File: src/rtl/clk_switch_pkg.sv
// Constants for the clock source switching controller
package clk_switch_pkg;
   // Source codes
   localparam logic [2:0] SRC_FRC = 3'h0;
   localparam logic [2:0] SRC_FRC_PLL = 3'h1;
   localparam logic [2:0] SRC_PRI = 3'h2;
   localparam logic [2:0] SRC_PRI_PLL = 3'h3;
   localparam logic [2:0] SRC_SEC = 3'h4;
   localparam logic [2:0] SRC_LOW_POWER_RC_OSC = 3'h5;
   localparam logic [2:0] SRC_RSVD = 3'h6;
   localparam logic [2:0] SRC_FRC_DIV = 3'h7;
   // Status word bit positions (low byte)
   localparam int BIT_REQ = 0;
   localparam int BIT_CF = 3;
   localparam int BIT_LOCK = 5;
   // Oscillator enable vector positions
   localparam int OSC_FRC = 0;
   localparam int OSC_PRI = 1;
   localparam int OSC_SEC = 2;
   localparam int OSC_LOW_POWER_RC_OSC = 3;
   localparam int OSC_PLL = 4;
   localparam int OSC_N = 5;
   // New-clock settle count
   localparam logic [3:0] SETTLE_CYCLES = 4'ha;
   localparam logic [3:0] CNT_ONE = 4'h1;
   localparam logic [2:0] SRC_ZERO = 3'h0;
   localparam logic [OSC_N-1:0] OSC_NONE = 5'h00;
   // Switch sequence states, Gray from idle through done
   typedef enum logic [2:0] {
      ST_IDLE = 3'h0,
      ST_CHECK = 3'h1,
      ST_START = 3'h3,
      ST_SETTLE = 3'h2,
      ST_DONE = 3'h6
   } sw_state_e;
endpackage

File: src/rtl/clock_source_switcher.sv
// Clock source switching controller with unlock-gated control bits
`timescale 1ns/100ps
`default_nettype none
// Function
// - Software selects a clock source only while no switch is in progress
// - Primary submode fixed by configuration input
// - Switching disabled unless configuration enables it
// - Disabled: new selection ignored, current from config
// - Disabled: request bit ignored, reads zero
// - Equal selections clear request, abort switch
// - Valid switch clears lock and fail flags
// - Start target oscillator; crystal waits startup
// - PLL target waits for lock first
// - Count ten new-clock cycles before changeover
// - Completion clears request, copies new selection
// - Stop old source except kept-on exceptions
// - Processor keeps running during the switch
// - Three-bit source code encoding
// - Lock status clears in non-PLL modes
// - First clock after reset loads new selection from configuration
module clock_source_switcher (
   // Clock and reset
   input wire logic sys_clk,
   input wire logic rst_n,
   // Configuration bits
   input wire logic switchCfgEn,
   input wire logic [2:0] resetOscCfg,
   input wire logic [1:0] primarySubmodeCfg,
   input wire logic watchdogEn,
   input wire logic secondaryKeepOn,
   // Software access
   input wire logic unlockHi,
   input wire logic unlockLo,
   input wire logic wrHi,
   input wire logic [2:0] wrNewOscSel,
   input wire logic wrLo,
   input wire logic wrSwitchRequest,
   input wire logic wrClearFail,
   // Oscillator status
   input wire logic startupTimerDone,
   input wire logic pllLocked,
   input wire logic newClkTick,
   input wire logic clockFailEvent,
   // Status and control outputs
   output logic [2:0] currentOscSel,
   output logic [2:0] newOscSel,
   output logic switchRequest,
   output logic clockFailFlag,
   output logic pllLockStatus,
   output logic failsafeEn,
   output logic [1:0] primarySubmode,
   output logic [clk_switch_pkg::OSC_N-1:0] oscEnable,
   output logic sysClkSelStrobe
);
   import clk_switch_pkg::*;

   // Source needs the PLL
   function automatic logic usesPll(input logic [2:0] s);
      usesPll = (s == SRC_FRC_PLL) || (s == SRC_PRI_PLL);
   endfunction

   // Oscillators that a source code needs running
   function automatic logic [OSC_N-1:0] oscNeed(input logic [2:0] s);
      oscNeed = OSC_NONE;
      case (s)
         SRC_FRC, SRC_FRC_DIV: oscNeed[OSC_FRC] = 1'b1;
         SRC_FRC_PLL: begin
            oscNeed[OSC_FRC] = 1'b1;
            oscNeed[OSC_PLL] = 1'b1;
         end
         SRC_PRI: oscNeed[OSC_PRI] = 1'b1;
         SRC_PRI_PLL: begin
            oscNeed[OSC_PRI] = 1'b1;
            oscNeed[OSC_PLL] = 1'b1;
         end
         SRC_SEC: oscNeed[OSC_SEC] = 1'b1;
         SRC_LOW_POWER_RC_OSC: oscNeed[OSC_LOW_POWER_RC_OSC] = 1'b1;
         default: oscNeed = OSC_NONE;
      endcase
   endfunction

   sw_state_e state_q, state_d;
   logic [2:0] cur_q, cur_d, nxt_q, nxt_d;
   logic req_q, req_d, cf_q, cf_d, lock_q, lock_d;
   logic unlHi_q, unlHi_d, unlLo_q, unlLo_d;
   logic [3:0] cnt_q, cnt_d;
   logic [OSC_N-1:0] en_q, en_d;
   logic strobe_q, strobe_d;
   logic [1:0] sub_q;
   logic fsm_q, fsm_d;
   logic started_q, started_d;
   logic [OSC_N-1:0] keep;
   logic [OSC_N-1:0] tgtNeed;

   // Oscillators that must stay on whatever the selection
   always_comb begin
      // Target needs kept as a vector, since a call result cannot be bit-selected
      tgtNeed = oscNeed(nxt_q);
      keep = OSC_NONE;
      keep[OSC_LOW_POWER_RC_OSC] = watchdogEn | fsm_q;
      keep[OSC_SEC] = secondaryKeepOn;
   end

   // Next-state logic for the switch sequence and control bits
   always_comb begin
      state_d = state_q;
      cur_d = cur_q;
      nxt_d = nxt_q;
      req_d = req_q;
      cf_d = cf_q | clockFailEvent;
      lock_d = pllLocked & usesPll(cur_q);
      unlHi_d = unlHi_q;
      unlLo_d = unlLo_q;
      cnt_d = cnt_q;
      en_d = en_q;
      strobe_d = 1'b0;
      fsm_d = switchCfgEn;
      started_d = 1'b1;
      // Unlock permits exactly one write per byte
      if (unlockHi) unlHi_d = 1'b1;
      if (unlockLo) unlLo_d = 1'b1;
      // Clear loses to a fresh failure event
      if (wrLo && unlLo_q && wrClearFail && !clockFailEvent) cf_d = 1'b0;
      if (wrHi && unlHi_q) begin
         unlHi_d = 1'b0;
         if (switchCfgEn && state_q == ST_IDLE) nxt_d = wrNewOscSel;
      end
      if (wrLo && unlLo_q) begin
         unlLo_d = 1'b0;
         if (switchCfgEn && wrSwitchRequest) req_d = 1'b1;
      end
      // Config-only selection until switching is enabled
      if (!switchCfgEn) begin
         req_d = 1'b0;
         cur_d = resetOscCfg;
         nxt_d = resetOscCfg;
         state_d = ST_IDLE;
         en_d = oscNeed(resetOscCfg) | keep;
      end else begin
         case (state_q)
            ST_IDLE: if (req_q) state_d = ST_CHECK;
            ST_CHECK: begin
               if (nxt_q == cur_q || nxt_q == SRC_RSVD) begin
                  req_d = 1'b0;
                  state_d = ST_IDLE;
               end else begin
                  lock_d = 1'b0;
                  cf_d = clockFailEvent;
                  en_d = en_q | oscNeed(nxt_q);
                  state_d = ST_START;
               end
            end
            ST_START: begin
               lock_d = 1'b0;
               // Crystal start and PLL lock both gate progress
               if ((!tgtNeed[OSC_PRI] || startupTimerDone)
                   && (!usesPll(nxt_q) || pllLocked)) begin
                  cnt_d = SETTLE_CYCLES;
                  state_d = ST_SETTLE;
               end
            end
            ST_SETTLE: begin
               if (newClkTick) cnt_d = cnt_q - CNT_ONE;
               if (newClkTick && cnt_q == CNT_ONE) state_d = ST_DONE;
            end
            ST_DONE: begin
               req_d = 1'b0;
               cur_d = nxt_q;
               strobe_d = 1'b1;
               en_d = oscNeed(nxt_q) | keep;
               state_d = ST_IDLE;
            end
            default: state_d = ST_IDLE;
         endcase
      end
   end

   // State registers; reset loads zero, selection loads from config on the first clock after reset
   always_ff @(posedge sys_clk or negedge rst_n) begin
      if (!rst_n) begin
         state_q <= ST_IDLE;
         cur_q <= SRC_ZERO;
         nxt_q <= SRC_ZERO;
         req_q <= 1'b0;
         cf_q <= 1'b0;
         lock_q <= 1'b0;
         unlHi_q <= 1'b0;
         unlLo_q <= 1'b0;
         cnt_q <= 4'h0;
         en_q <= OSC_NONE;
         strobe_q <= 1'b0;
         fsm_q <= 1'b0;
         started_q <= 1'b0;
      end else begin
         state_q <= state_d;
         cur_q <= started_q ? cur_d : resetOscCfg;
         nxt_q <= started_q ? nxt_d : resetOscCfg;
         req_q <= req_d;
         cf_q <= cf_d;
         lock_q <= lock_d;
         unlHi_q <= unlHi_d;
         unlLo_q <= unlLo_d;
         cnt_q <= cnt_d;
         en_q <= en_d;
         strobe_q <= strobe_d;
         fsm_q <= fsm_d;
         started_q <= started_d;
      end
   end

   // Submode is latched from configuration only, never by software
   always_ff @(posedge sys_clk or negedge rst_n) begin
      if (!rst_n) sub_q <= 2'h0;
      else sub_q <= primarySubmodeCfg;
   end

   // Outputs straight from flip-flops; CPU never stalls here
   assign currentOscSel = cur_q;
   assign newOscSel = nxt_q;
   assign switchRequest = req_q;
   assign clockFailFlag = cf_q;
   assign pllLockStatus = lock_q;
   assign failsafeEn = fsm_q;
   assign primarySubmode = sub_q;
   assign oscEnable = en_q;
   assign sysClkSelStrobe = strobe_q;
endmodule
`default_nettype wire

File: config.mk
export PLATFORM = sky130hd
export DESIGN_NAME = clock_source_switcher
export DESIGN_NICKNAME = d
export VERILOG_FILES = /design/src/rtl/clk_switch_pkg.sv /design/src/rtl/clock_source_switcher.sv
export SDC_FILE = /design/constraint.sdc
export NUM_CORES = 1
export LEC_CHECK = 0
export BUFFER_PORTS_ARGS = -buffer_cell sky130_fd_sc_hd__buf_4
export CAP_MARGIN = 0
export CORE_MARGIN = 2
export CORE_UTILIZATION = 50
export CTS_CLUSTER_DIAMETER = 80
export CTS_CLUSTER_SIZE = 8
export DETAILED_ROUTE_END_ITERATION = 16
export GPL_ROUTABILITY_DRIVEN = 1
export GPL_TIMING_DRIVEN = 0
export PLACE_DENSITY = 0.73
export SLEW_MARGIN = 20
export SYNTH_ARGS = -nofsm -noshare
export SYNTH_HDL_FRONTEND = slang
export SYNTH_SLANG_ARGS = --single-unit
export TNS_END_PERCENT = 50
File: constraint.sdc
create_clock -name sys_clk -period 2.4 [get_ports sys_clk]
set_clock_uncertainty 0.1 [all_clocks]
set_input_delay 0.12 -clock sys_clk [delete_from_list [all_inputs] [get_ports sys_clk]]
set_output_delay 0.12 -clock sys_clk [all_outputs]
set_load 0.02 [all_outputs]
==> results of run 1 <==
-- critical path: stages (launching register included) --
cell	delay, ps
dfrtp_1	460
buf_2	220
nand2_1	120
o21ai_1	120
a41oi_4	400
a311oi_1	170
a2111oi_2	350
-- cell usage after synthesis, drive strengths merged (2+ instances only) --
cell    count  area share [%]
dfrtp      28              47
nand2      17             4.3
nor2       15             3.8
a21oi      11             3.7
o21ai      11             3.9
a31oi       9             3.8
inv         7             1.8
nand3       7             2.4
mux2i       6             4.0
buf         5             1.5
clkbuf      5             1.3
nor2b       5             2.1
a41oi       4             3.6
nand4       4             1.7
nor3        3             1.0
a311oi      2             1.2
and2        2            0.84
ha          2             1.7
-- cell families after synthesis --
kind of cell | count (synthesis)
compound gates | 47
xor+xnor | 1
fa+ha+maj | 2
buf+inv | 17
flops | 28
mux | 6
other cells | 1
simple gates | 60
-- flip-flops by register name, indices dropped and copies added, names as in the netlist, 2 cells and up --
register / cells
oscEnable: 5
cnt_q: 4
currentOscSel: 3
newOscSel: 3
state_q: 3
primarySubmode: 2
-- cell type report --
type / count / area [µm²]
repair buffers: 52 / 420
plain buffers: 10 / 41.3
inverters: 7 / 26.3
clock buffers: 3 / 22.5
clock inverters: 1 / 30.0
well taps: 31 / 38.8
multi-input cells: 117 / 722
flip-flops and latches: 28 / 701
fillers: 226 / 803
-- per-stage QoR --
stage | util [%] | total power [mW]
finish | 71.4 | 1.27
global route | 71.4 | 1.34
CTS | 71.4 | 1.27
detailed placement | 65.2 | 0.950
global placement | 65.2 | 0.932
floorplan | - | 0.812
-- layer usage --
layer / wire, µm / GRT usage (%) / up-vias
li1: - / - / 696
met1: 1560 / 31.5 / 694
met4: 64 / 9.42 / 0
met5: 0 / 0 / -
met3: 197 / 3.30 / 9
met2: 1930 / 38.7 / 59
-- worst paths after layout --
path	to	slack, ps
hold / removal	oscEnable[1]	30
max in group asynchronous	newOscSel[0]	1830
setup / recovery	state_q[0]	370
min in group asynchronous	cnt_q[0]	120
setup reg to reg	state_q[0]	370
hold reg to reg	state_q[2]	410
-- power groups by stage --
stage | Combinational (mW) | Clock [mW] | Sequential (mW)
2_1_floorplan | 0.203 | 0 | 0.609
3_3_place_gp | 0.349 | 0 | 0.583
3_5_place_dp | 0.364 | 0 | 0.586
4_1_cts | 0.383 | 0.314 | 0.576
5_1_grt | 0.428 | 0.327 | 0.589
6_report | 0.385 | 0.310 | 0.578
-- timing repair --
item,4_1_cts,5_1_grt
hold buffers,12,0
buffers inserted,0,0
endpoints found under the hold margin,38,0
==> results by group, run 1 <==
Clock tree
  – Htree depth: 1
  – Worst skew pair latency: between 300 and 400 ps
  – CTS tree: yes
  – CTS root buf: clkbuf_4
  – Clock sinks: 28
  – Maximum buffer depth of the clock tree: 2
  – Num CTS Buffers: 3
  – Clock transition at the registers of the reported paths: 150 ps
  – Post-CTS sizing: 0

Synthesis
  – Post-synthesis xor/xnor area fraction: less than 1%
  – Syn_area_per_cell: 9.20 µm²
  – Cell area after synthesis: approximately 1500 µm²
  – Adder-Cell Fraction of Synth Area: between 1.5 and 2%
  – Cells after Synth: between 150 and 200
  – Main combinational cell family by area after synthesis: compound AO/OA/AOI/OAI gates
  – Synth warn: 0
  – Ys async rst share: between 90% and 100%
  – Area share of and/or/nand/nor cells after synthesis: ~20%
  – Mux contribution to synthesized area: ~4%
  – Ys flop type: dfrtp_1
  – Seq/Total Area, Yosys: 47.0%
  – Post-synthesis compound-gate area fraction: 22.3%
  – Post-Syn Nets: roughly 190
  – Number of distinct library cells after synthesis: 41
  – Count of flip-flops with a built-in enable after synthesis: 0
  – #FFs+latches synth: 28

Power
  – PD cells: ~640 nW/µm²
  – Cell-internal power: approximately 0.87 mW
  – Clock power frac: 24.3%
  – Static Leak: slightly above 0.9 nW
  – Switching Fraction: between 30% and 40%
  – Psw: 0.399 mW
  – Logic pwr share: a little under a third
  – Reg power frac: a little under half
  – Peak supply drop: between 0.3 and 0.4 mV

Timing
  – Hold Slack: ~25 ps
  – Tmin final: ~2000 ps
  – Final hold vios: 0
  – Highest Clock Rate: 493 MHz
  – Setup WS post-layout: approximately 370 ps
  – Fin. max-slew vios: 0
  – Final period util: a little over four fifths
  – Setup TNS: 0 ps
  – Final setup violating endpoints: 0
  – RSZ-0062 raised after global routing: no

Setup path
  – Reg2reg start: newOscSel[2]
  – CP arrival: roughly 2200 ps
  – Crit path from: newOscSel[2]
  – WS Path Type: flop to flop
  – Setup crit end kind: flop
  – Crit start category: flop
  – Worst R2R Path Depth: 6
  – WP data required: about 2500 ps
  – Largest fanout on the critical path: 10

Global routing
  – GRT Overall Usage: a little under a quarter
  – Antenna violations before repair: 0
  – Vias in the first global route: about 1400
  – Total gr overflow: 0
  – First-pass GRT wire length: about 6200 µm
  – Pin count of the biggest net entering global routing: 29

Route
  – Vias: between 1000 and 1500
  – DR iter-0 viols: 123
  – Number of routed nets with antenna violations: 0
  – WL final: approximately 3800 µm
  – Vias/cell: ~5.9
  – Pre-Repair DR Iteration Count: 10
  – # DRC: 3
  – Routed len/inst: about 15 µm

Final layout
  – Area grow syn2layout: 34.3%
  – Diode count: 0
  – Highest-count cells in the layout ignoring fill and taps: buf_4, dfrtp_1, nand2_1
  – Final Instance Area: 2000 µm²
  – Commonest non-fill, non-tap cell in the layout: buf_4
  – Share of cells above drive strength 1: around a quarter
  – Final Net Count: about 240
  – Post-Layout Cell Count: 249

Place
  – IO Port Bufs: 40
  – DP Area: 1830 µm²
  – Placed cells: about 230
  – DP Worst Slack: between 400 and 500 ps
  – Post-DP HPWL: between 2000 and 3000 µm
  – Routability Congestion: around 0.8

Die
  – Number of I/O pins: between 40 and 50
  – Initial Utilization: 53.1%
  – Die height: a little under 60 µm
  – Core area: 2810 µm²
  – Die span in x: roughly 59 µm
  – Die ar.: 3430 µm²
  – Rows: 19

Hold path
  – Hold WC Path Type: input port to flop
  – Hold path cells: 3
  – Hold Crit Start: resetOscCfg[1]

Run status
  – Failing checks: DRC
  – Status: complete, but fails checks

Job
  – Max Cap Viol: 0
(Power assumes the default switching activity.)
==> inputs of run 2 (changes only) <==
--- a/config.mk
+++ b/config.mk
@@ -8,13 +8,13 @@
 export BUFFER_PORTS_ARGS = -buffer_cell sky130_fd_sc_hd__buf_4
 export CAP_MARGIN = 0
 export CORE_MARGIN = 2
-export CORE_UTILIZATION = 50
+export CORE_UTILIZATION = 46
 export CTS_CLUSTER_DIAMETER = 80
 export CTS_CLUSTER_SIZE = 8
 export DETAILED_ROUTE_END_ITERATION = 16
 export GPL_ROUTABILITY_DRIVEN = 1
 export GPL_TIMING_DRIVEN = 0
-export PLACE_DENSITY = 0.73
+export PLACE_DENSITY = 0.7
 export SLEW_MARGIN = 20
 export SYNTH_ARGS = -nofsm -noshare
 export SYNTH_HDL_FRONTEND = slang
==> constraint.sdc (replaced) <==
create_clock -name sys_clk -period 1.7 [get_ports sys_clk]
set_clock_uncertainty 0.1 [all_clocks]
set_input_delay 0.085 -clock sys_clk [delete_from_list [all_inputs] [get_ports sys_clk]]
set_output_delay 0.085 -clock sys_clk [all_outputs]
set_load 0.02 [all_outputs]
==> results by group, run 2 (synthesis gave the netlist of run 1 again) <==
Run status
  – Status: complete, but fails checks
  – Failing checks: setup timing

Route
  – Routed len/inst: ~15 µm
  – Vias/cell: 5.38
  – # DRC: 0
  – Number of routed nets with antenna violations: 0
  – Pre-Repair DR Iteration Count: 4
  – DR iter-0 viols: 73
  – WL final: 4130 µm
  – Vias: roughly 1500

Global routing
  – Total gr overflow: 0
  – Pin count of the biggest net entering global routing: 29
  – GRT Overall Usage: between 20% and 30%
  – First-pass GRT wire length: approximately 6600 µm
  – Antenna violations before repair: 0
  – Vias in the first global route: roughly 1500

Timing
  – Fin. max-slew vios: 0
  – Hold Slack: 7.59 ps
  – Final period util: 104%
  – Highest Clock Rate: between 500 and 600 MHz
  – Tmin final: 1770 ps
  – Final hold vios: 0
  – RSZ-0062 raised after global routing: yes
  – Setup TNS: -219 ps
  – Final setup violating endpoints: 6
  – Setup WS post-layout: -70.4 ps

Final layout
  – Post-Layout Cell Count: 276
  – Commonest non-fill, non-tap cell in the layout: buf_4
  – Fillers: between 200 and 250
  – Diode count: 0
  – Final Net Count: 258
  – Area grow syn2layout: 52.1%
  – Share of cells above drive strength 1: between 30% and 40%
  – Max FFs per register: 5
  – Final Instance Area: around 2300 µm²
  – Highest-count cells in the layout ignoring fill and taps: buf_4, dfrtp_1, dlygate4sd3_1
  – Core Util, Final: 73.6%

Clock tree
  – Clock sinks: 28
  – Num CTS Buffers: 3
  – Maximum buffer depth of the clock tree: 2
  – Htree depth: 1
  – Clock transition at the registers of the reported paths: 150 ps
  – Worst skew pair latency: between 300 and 400 ps
  – CTS root buf: clkbuf_4
  – CTS tree: yes

Setup path
  – CP arrival: ~1900 ps
  – Largest fanout on the critical path: 7
  – Setup crit end kind: flop
  – Crit start category: flop
  – WS Path Type: flop to flop
  – WP data required: between 1500 and 2000 ps
  – Reg2reg setup slack: -70 ps

Die
  – Core area: 3080 µm²
  – Rows: 20
  – Die span in x: between 60 and 70 µm
  – Die ar.: between 3000 and 4000 µm²
  – Number of I/O pins: 41
  – Die height: 60.9 µm
  – Initial Utilization: 48.4%

Place
  – Routability Congestion: just over 0.8
  – DP Area: roughly 1900 µm²
  – Placed cells: 246
  – Post-DP HPWL: roughly 2700 µm
  – IO Port Bufs: 40

Power
  – Static Leak: 1.02 nW
  – PD cells: 790 nW/µm²
  – Peak supply drop: between 0.5 and 0.6 mV

Job
  – Max Cap Viol: 0

Hold path
  – Hold WC Path Type: input port to flop
-- run 2: per-layer routing --
metal	share of wire (%)	global-route usage, %	up-vias
li1	-	-	734
met1	43	30.9	692
met2	52	42.9	53
met3	4.1	2.77	5
met4	0.82	5.59	0
met5	0	0	-
-- run 2: final cells by class --
cell class,count,area (µm²),area share [%]
clock buffer,4,36.3,1.60
sequential,28,708,31.3
inverter,7,26.3,1.16
timing repair buffer,67,566,25.0
tap,44,55.1,2.43
multi-input combinational,117,816,36.0
buffer,9,58.8,2.60
-- run 2: per-stage QoR --
step           total power, mW  setup WS, ps
2_1_floorplan             1.17         -5.75
3_3_place_gp              1.34         -48.2
3_5_place_dp              1.36          -137
4_1_cts                   1.75         -78.4
5_1_grt                   1.91          -113
6_report                  1.79         -70.4
-- run 2: worst max-delay path, cell delays in order, from the launching register on --
cell	delay, ps
dfrtp_2	480
or3_4	420
a21oi_4	170
o21ai_4	110
a21o_1	190
a311oi_2	230
-- run 2: repair_timing --
item,4_1_cts,5_1_grt
hold endpoints to repair,40,1
buffers inserted,8,2
pin swaps,9,5
endpoints found under the setup margin,10,18
hold buffers,16,1
resized for setup,9,15
-- run 2: final timing paths --
check                                      to  cells past startpoint           start
max in group asynchronous        newOscSel[2]                      2           rst_n
worst max register to register  pllLockStatus                      5    newOscSel[2]
worst min-delay path             newOscSel[2]                      3  resetOscCfg[2]
worst max-delay path            pllLockStatus                      5    newOscSel[2]
min in group asynchronous            cnt_q[0]                      2           rst_n
worst min register to register     state_q[2]                      1        cnt_q[2]
-- run 2: power breakdown --
part | total [mW] | internal (mW) | switching, mW
Clock | 0.325 | 0.131 | 0.194
Sequential | 0.837 | 0.750 | 0.0865
Combinational | 0.628 | 0.306 | 0.323
Total | 1.79 | 1.19 | 0.603
==> inputs of run 3 (changes only) <==
--- a/config.mk
+++ b/config.mk
@@ -5,16 +5,17 @@
 export SDC_FILE = /design/constraint.sdc
 export NUM_CORES = 1
 export LEC_CHECK = 0
+export ABC_AREA = 1
 export BUFFER_PORTS_ARGS = -buffer_cell sky130_fd_sc_hd__buf_4
 export CAP_MARGIN = 0
 export CORE_MARGIN = 2
-export CORE_UTILIZATION = 46
+export CORE_UTILIZATION = 47
 export CTS_CLUSTER_DIAMETER = 80
 export CTS_CLUSTER_SIZE = 8
 export DETAILED_ROUTE_END_ITERATION = 16
 export GPL_ROUTABILITY_DRIVEN = 1
 export GPL_TIMING_DRIVEN = 0
-export PLACE_DENSITY = 0.7
+export PLACE_DENSITY = 0.71
 export SLEW_MARGIN = 20
 export SYNTH_ARGS = -nofsm -noshare
 export SYNTH_HDL_FRONTEND = slang
==> constraint.sdc (replaced) <==
create_clock -name sys_clk -period 1.7 [get_ports sys_clk]
set_clock_uncertainty 0.1 [all_clocks]
set_input_delay 0.34 -clock sys_clk [delete_from_list [all_inputs] [get_ports sys_clk]]
set_output_delay 0.34 -clock sys_clk [all_outputs]
set_load 0.02 [all_outputs]
==> results by group, run 3 <==
Run status
  – Status: finished clean

Synthesis
  – Cell taking the most area after synthesis: dfrtp_1
  – Synth warn: 0
  – Largest cells by area after synthesis: dfrtp_1, nand2_1, nand3_1, inv_1, nor2_1
  – Number of distinct library cells after synthesis: 33
  – Adder-Cell Fraction of Synth Area: under 10%
  – Area share of and/or/nand/nor cells after synthesis: 36.3%
  – Cells after Synth: 210
  – Mux contribution to synthesized area: 0%
  – Post-synthesis compound-gate area fraction: under 10%
  – Ys flop type: dfrtp_1
  – Top cells by count, synth: nand2_1, dfrtp_1, inv_1
  – Ys async rst share: 100%
  – #FFs+latches synth: 28
  – Syn_area_per_cell: around 7.6 µm²
  – Post-Syn Nets: ~240
  – Share of the synthesized area in the top cell type: ~44%
  – Cell area after synthesis: between 1500 and 2000 µm²
  – Post-synthesis xor/xnor area fraction: 0.546%
  – Seq/Total Area, Yosys: 43.7%
  – Count of flip-flops with a built-in enable after synthesis: 0
  – Main combinational cell family by area after synthesis: simple AND/OR/NAND/NOR gates
  – Top-count cell post-synth: nand2_1

Place
  – IO Port Bufs: 40
  – Placed cells: between 200 and 300
  – DP Worst Slack: about 210 ps
  – Post-DP HPWL: roughly 2700 µm
  – DP Area: slightly below 2000 µm²
  – Routability Congestion: 0.818

Final layout
  – Share of cells above drive strength 1: between 20 and 30%
  – Commonest non-fill, non-tap cell in the layout: nand2_1
  – Final Net Count: 284
  – Final Instance Area: slightly above 2000 µm²
  – Fillers: 322
  – Area grow syn2layout: 27.1%
  – Max FFs per register: 5
  – Highest-count cells in the layout ignoring fill and taps: nand2_1, buf_4, dfrtp_1
  – FF/Latch Area: about 700 µm²
  – Multi-input logic area: about 770 µm²
  – Post-Layout Cell Count: 304
  – Diode count: 0

Route
  – # DRC: 0
  – Number of routed nets with antenna violations: 0
  – Vias: 1475
  – Vias/cell: just under 5
  – DR iter-0 viols: 86
  – Pre-Repair DR Iteration Count: 4
  – Routed len/inst: 11.2 µm
  – WL final: between 3000 and 4000 µm

Job
  – Max Cap Viol: 0

Die
  – Core area: 3310 µm²
  – Die ar.: approximately 3900 µm²
  – Die height: between 60 and 70 µm
  – Rows: 21
  – Number of I/O pins: roughly 40
  – Die span in x: approximately 62 µm
  – Initial Utilization: between 40 and 50%

Setup path
  – Critical Path Sink: state_q[0]
  – WP data required: between 1500 and 2000 ps
  – CP arrival: 1580 ps
  – Worst R2R Path Depth: 9
  – WS Path Type: flop to flop
  – Setup crit end kind: flop
  – Largest fanout on the critical path: 8
  – Reg2reg start: newOscSel[2]
  – Reg2reg setup slack: around 250 ps
  – Reg-to-Reg End: state_q[0]
  – Crit path from: newOscSel[2]
  – Crit start category: flop

Hold path
  – Hold Crit Start: clockFailEvent
  – Hold WC Path Type: input port to flop
  – Hold path cells: 3

Clock tree
  – Htree depth: 1
  – CTS root buf: clkbuf_4
  – Clock transition at the registers of the reported paths: 150 ps
  – Clock sinks: 28
  – Maximum buffer depth of the clock tree: 2
  – CTS tree: yes
  – Worst skew pair latency: ~320 ps
  – Num CTS Buffers: 3

Power
  – PD cells: between 1000 and 1500 nW/µm²
  – Peak supply drop: approximately 0.51 mV
  – Static Leak: approximately 1.1 nW

Timing
  – Final period util: between 80% and 90%
  – Final setup violating endpoints: 0
  – Highest Clock Rate: approximately 690 MHz
  – RSZ-0062 raised after global routing: no
  – Setup WS post-layout: 248 ps
  – Final hold vios: 0
  – Tmin final: between 1000 and 1500 ps
  – Fin. max-slew vios: 0
  – Setup TNS: 0 ps

Global routing
  – Antenna violations before repair: 0
  – Vias in the first global route: around 1500
  – Pin count of the biggest net entering global routing: 29
  – GRT Overall Usage: between 20% and 30%
  – First-pass GRT wire length: about 6500 µm
  – Total gr overflow: 0
[run 3: worst max-delay path: stages (launching register included)]
cell,delay [ps]
dfrtp_1,400
buf_2,170
inv_2,100
nand2_1,60
nand2_1,60
nand3_2,120
nand3_1,150
nand2_1,70
nand2_1,60
nand2_1,50
[run 3: per-layer routing]
metal	GRT usage [%]	share of wire [%]	up-vias
li1	-	-	761
met1	26.5	49	665
met2	35.2	45	43
met3	3.24	4.5	6
met4	7.50	1.7	0
met5	0	0	-
[run 3: timing repair]
action,in CTS,in global routing
hold buffers,1,3
resized for setup,0,1
buffers inserted,0,0
endpoints found under the setup margin,0,1
hold endpoints to repair,28,3
[run 3: worst min-delay path by stage]
stage                     slack [ps]                end
final                             90      clockFailFlag
after global routing              80      clockFailFlag
after CTS                          5  primarySubmode[0]
after detailed placement         180    sysClkSelStrobe
after global placement           180    sysClkSelStrobe
after floorplan                  -60      clockFailFlag
[run 3: cells by family after synthesis]
group           after synthesis
compound gates               22
other cells                   1
simple gates                124
flops                        28
buf+inv                      32
fa+ha+maj                     2
xor+xnor                      1
[run 3: through the flow]
| stage | utilization [%] | hold WS (ps) | total power [mW] |
|---|---|---|---|
| after floorplan | - | -55.6 | 1.56 |
| after global placement | 59.2 | 181 | 1.83 |
| after detailed placement | 59.2 | 183 | 1.84 |
| after CTS | 60.6 | 5.33 | 2.17 |
| after global routing | 61.5 | 81.5 | 2.37 |
| final | 61.5 | 88.4 | 2.16 |
[run 3: power by group]
part           internal, mW  leakage, nW  total [mW]  switching, mW
logic                 0.375        0.734       0.918          0.543
registers             0.800        0.345       0.913          0.113
clock network         0.131       0.0210       0.327          0.196
total                  1.31         1.10        2.16          0.852
[run 3: area by class of cell]
cell class	instances	share of cell area (%)
buffer	4	1.54
clock buffer	4	1.78
inverter	28	5.16
multi-input combinational	150	37.6
sequential	28	34.4
tap	46	2.83
timing repair buffer	44	16.7
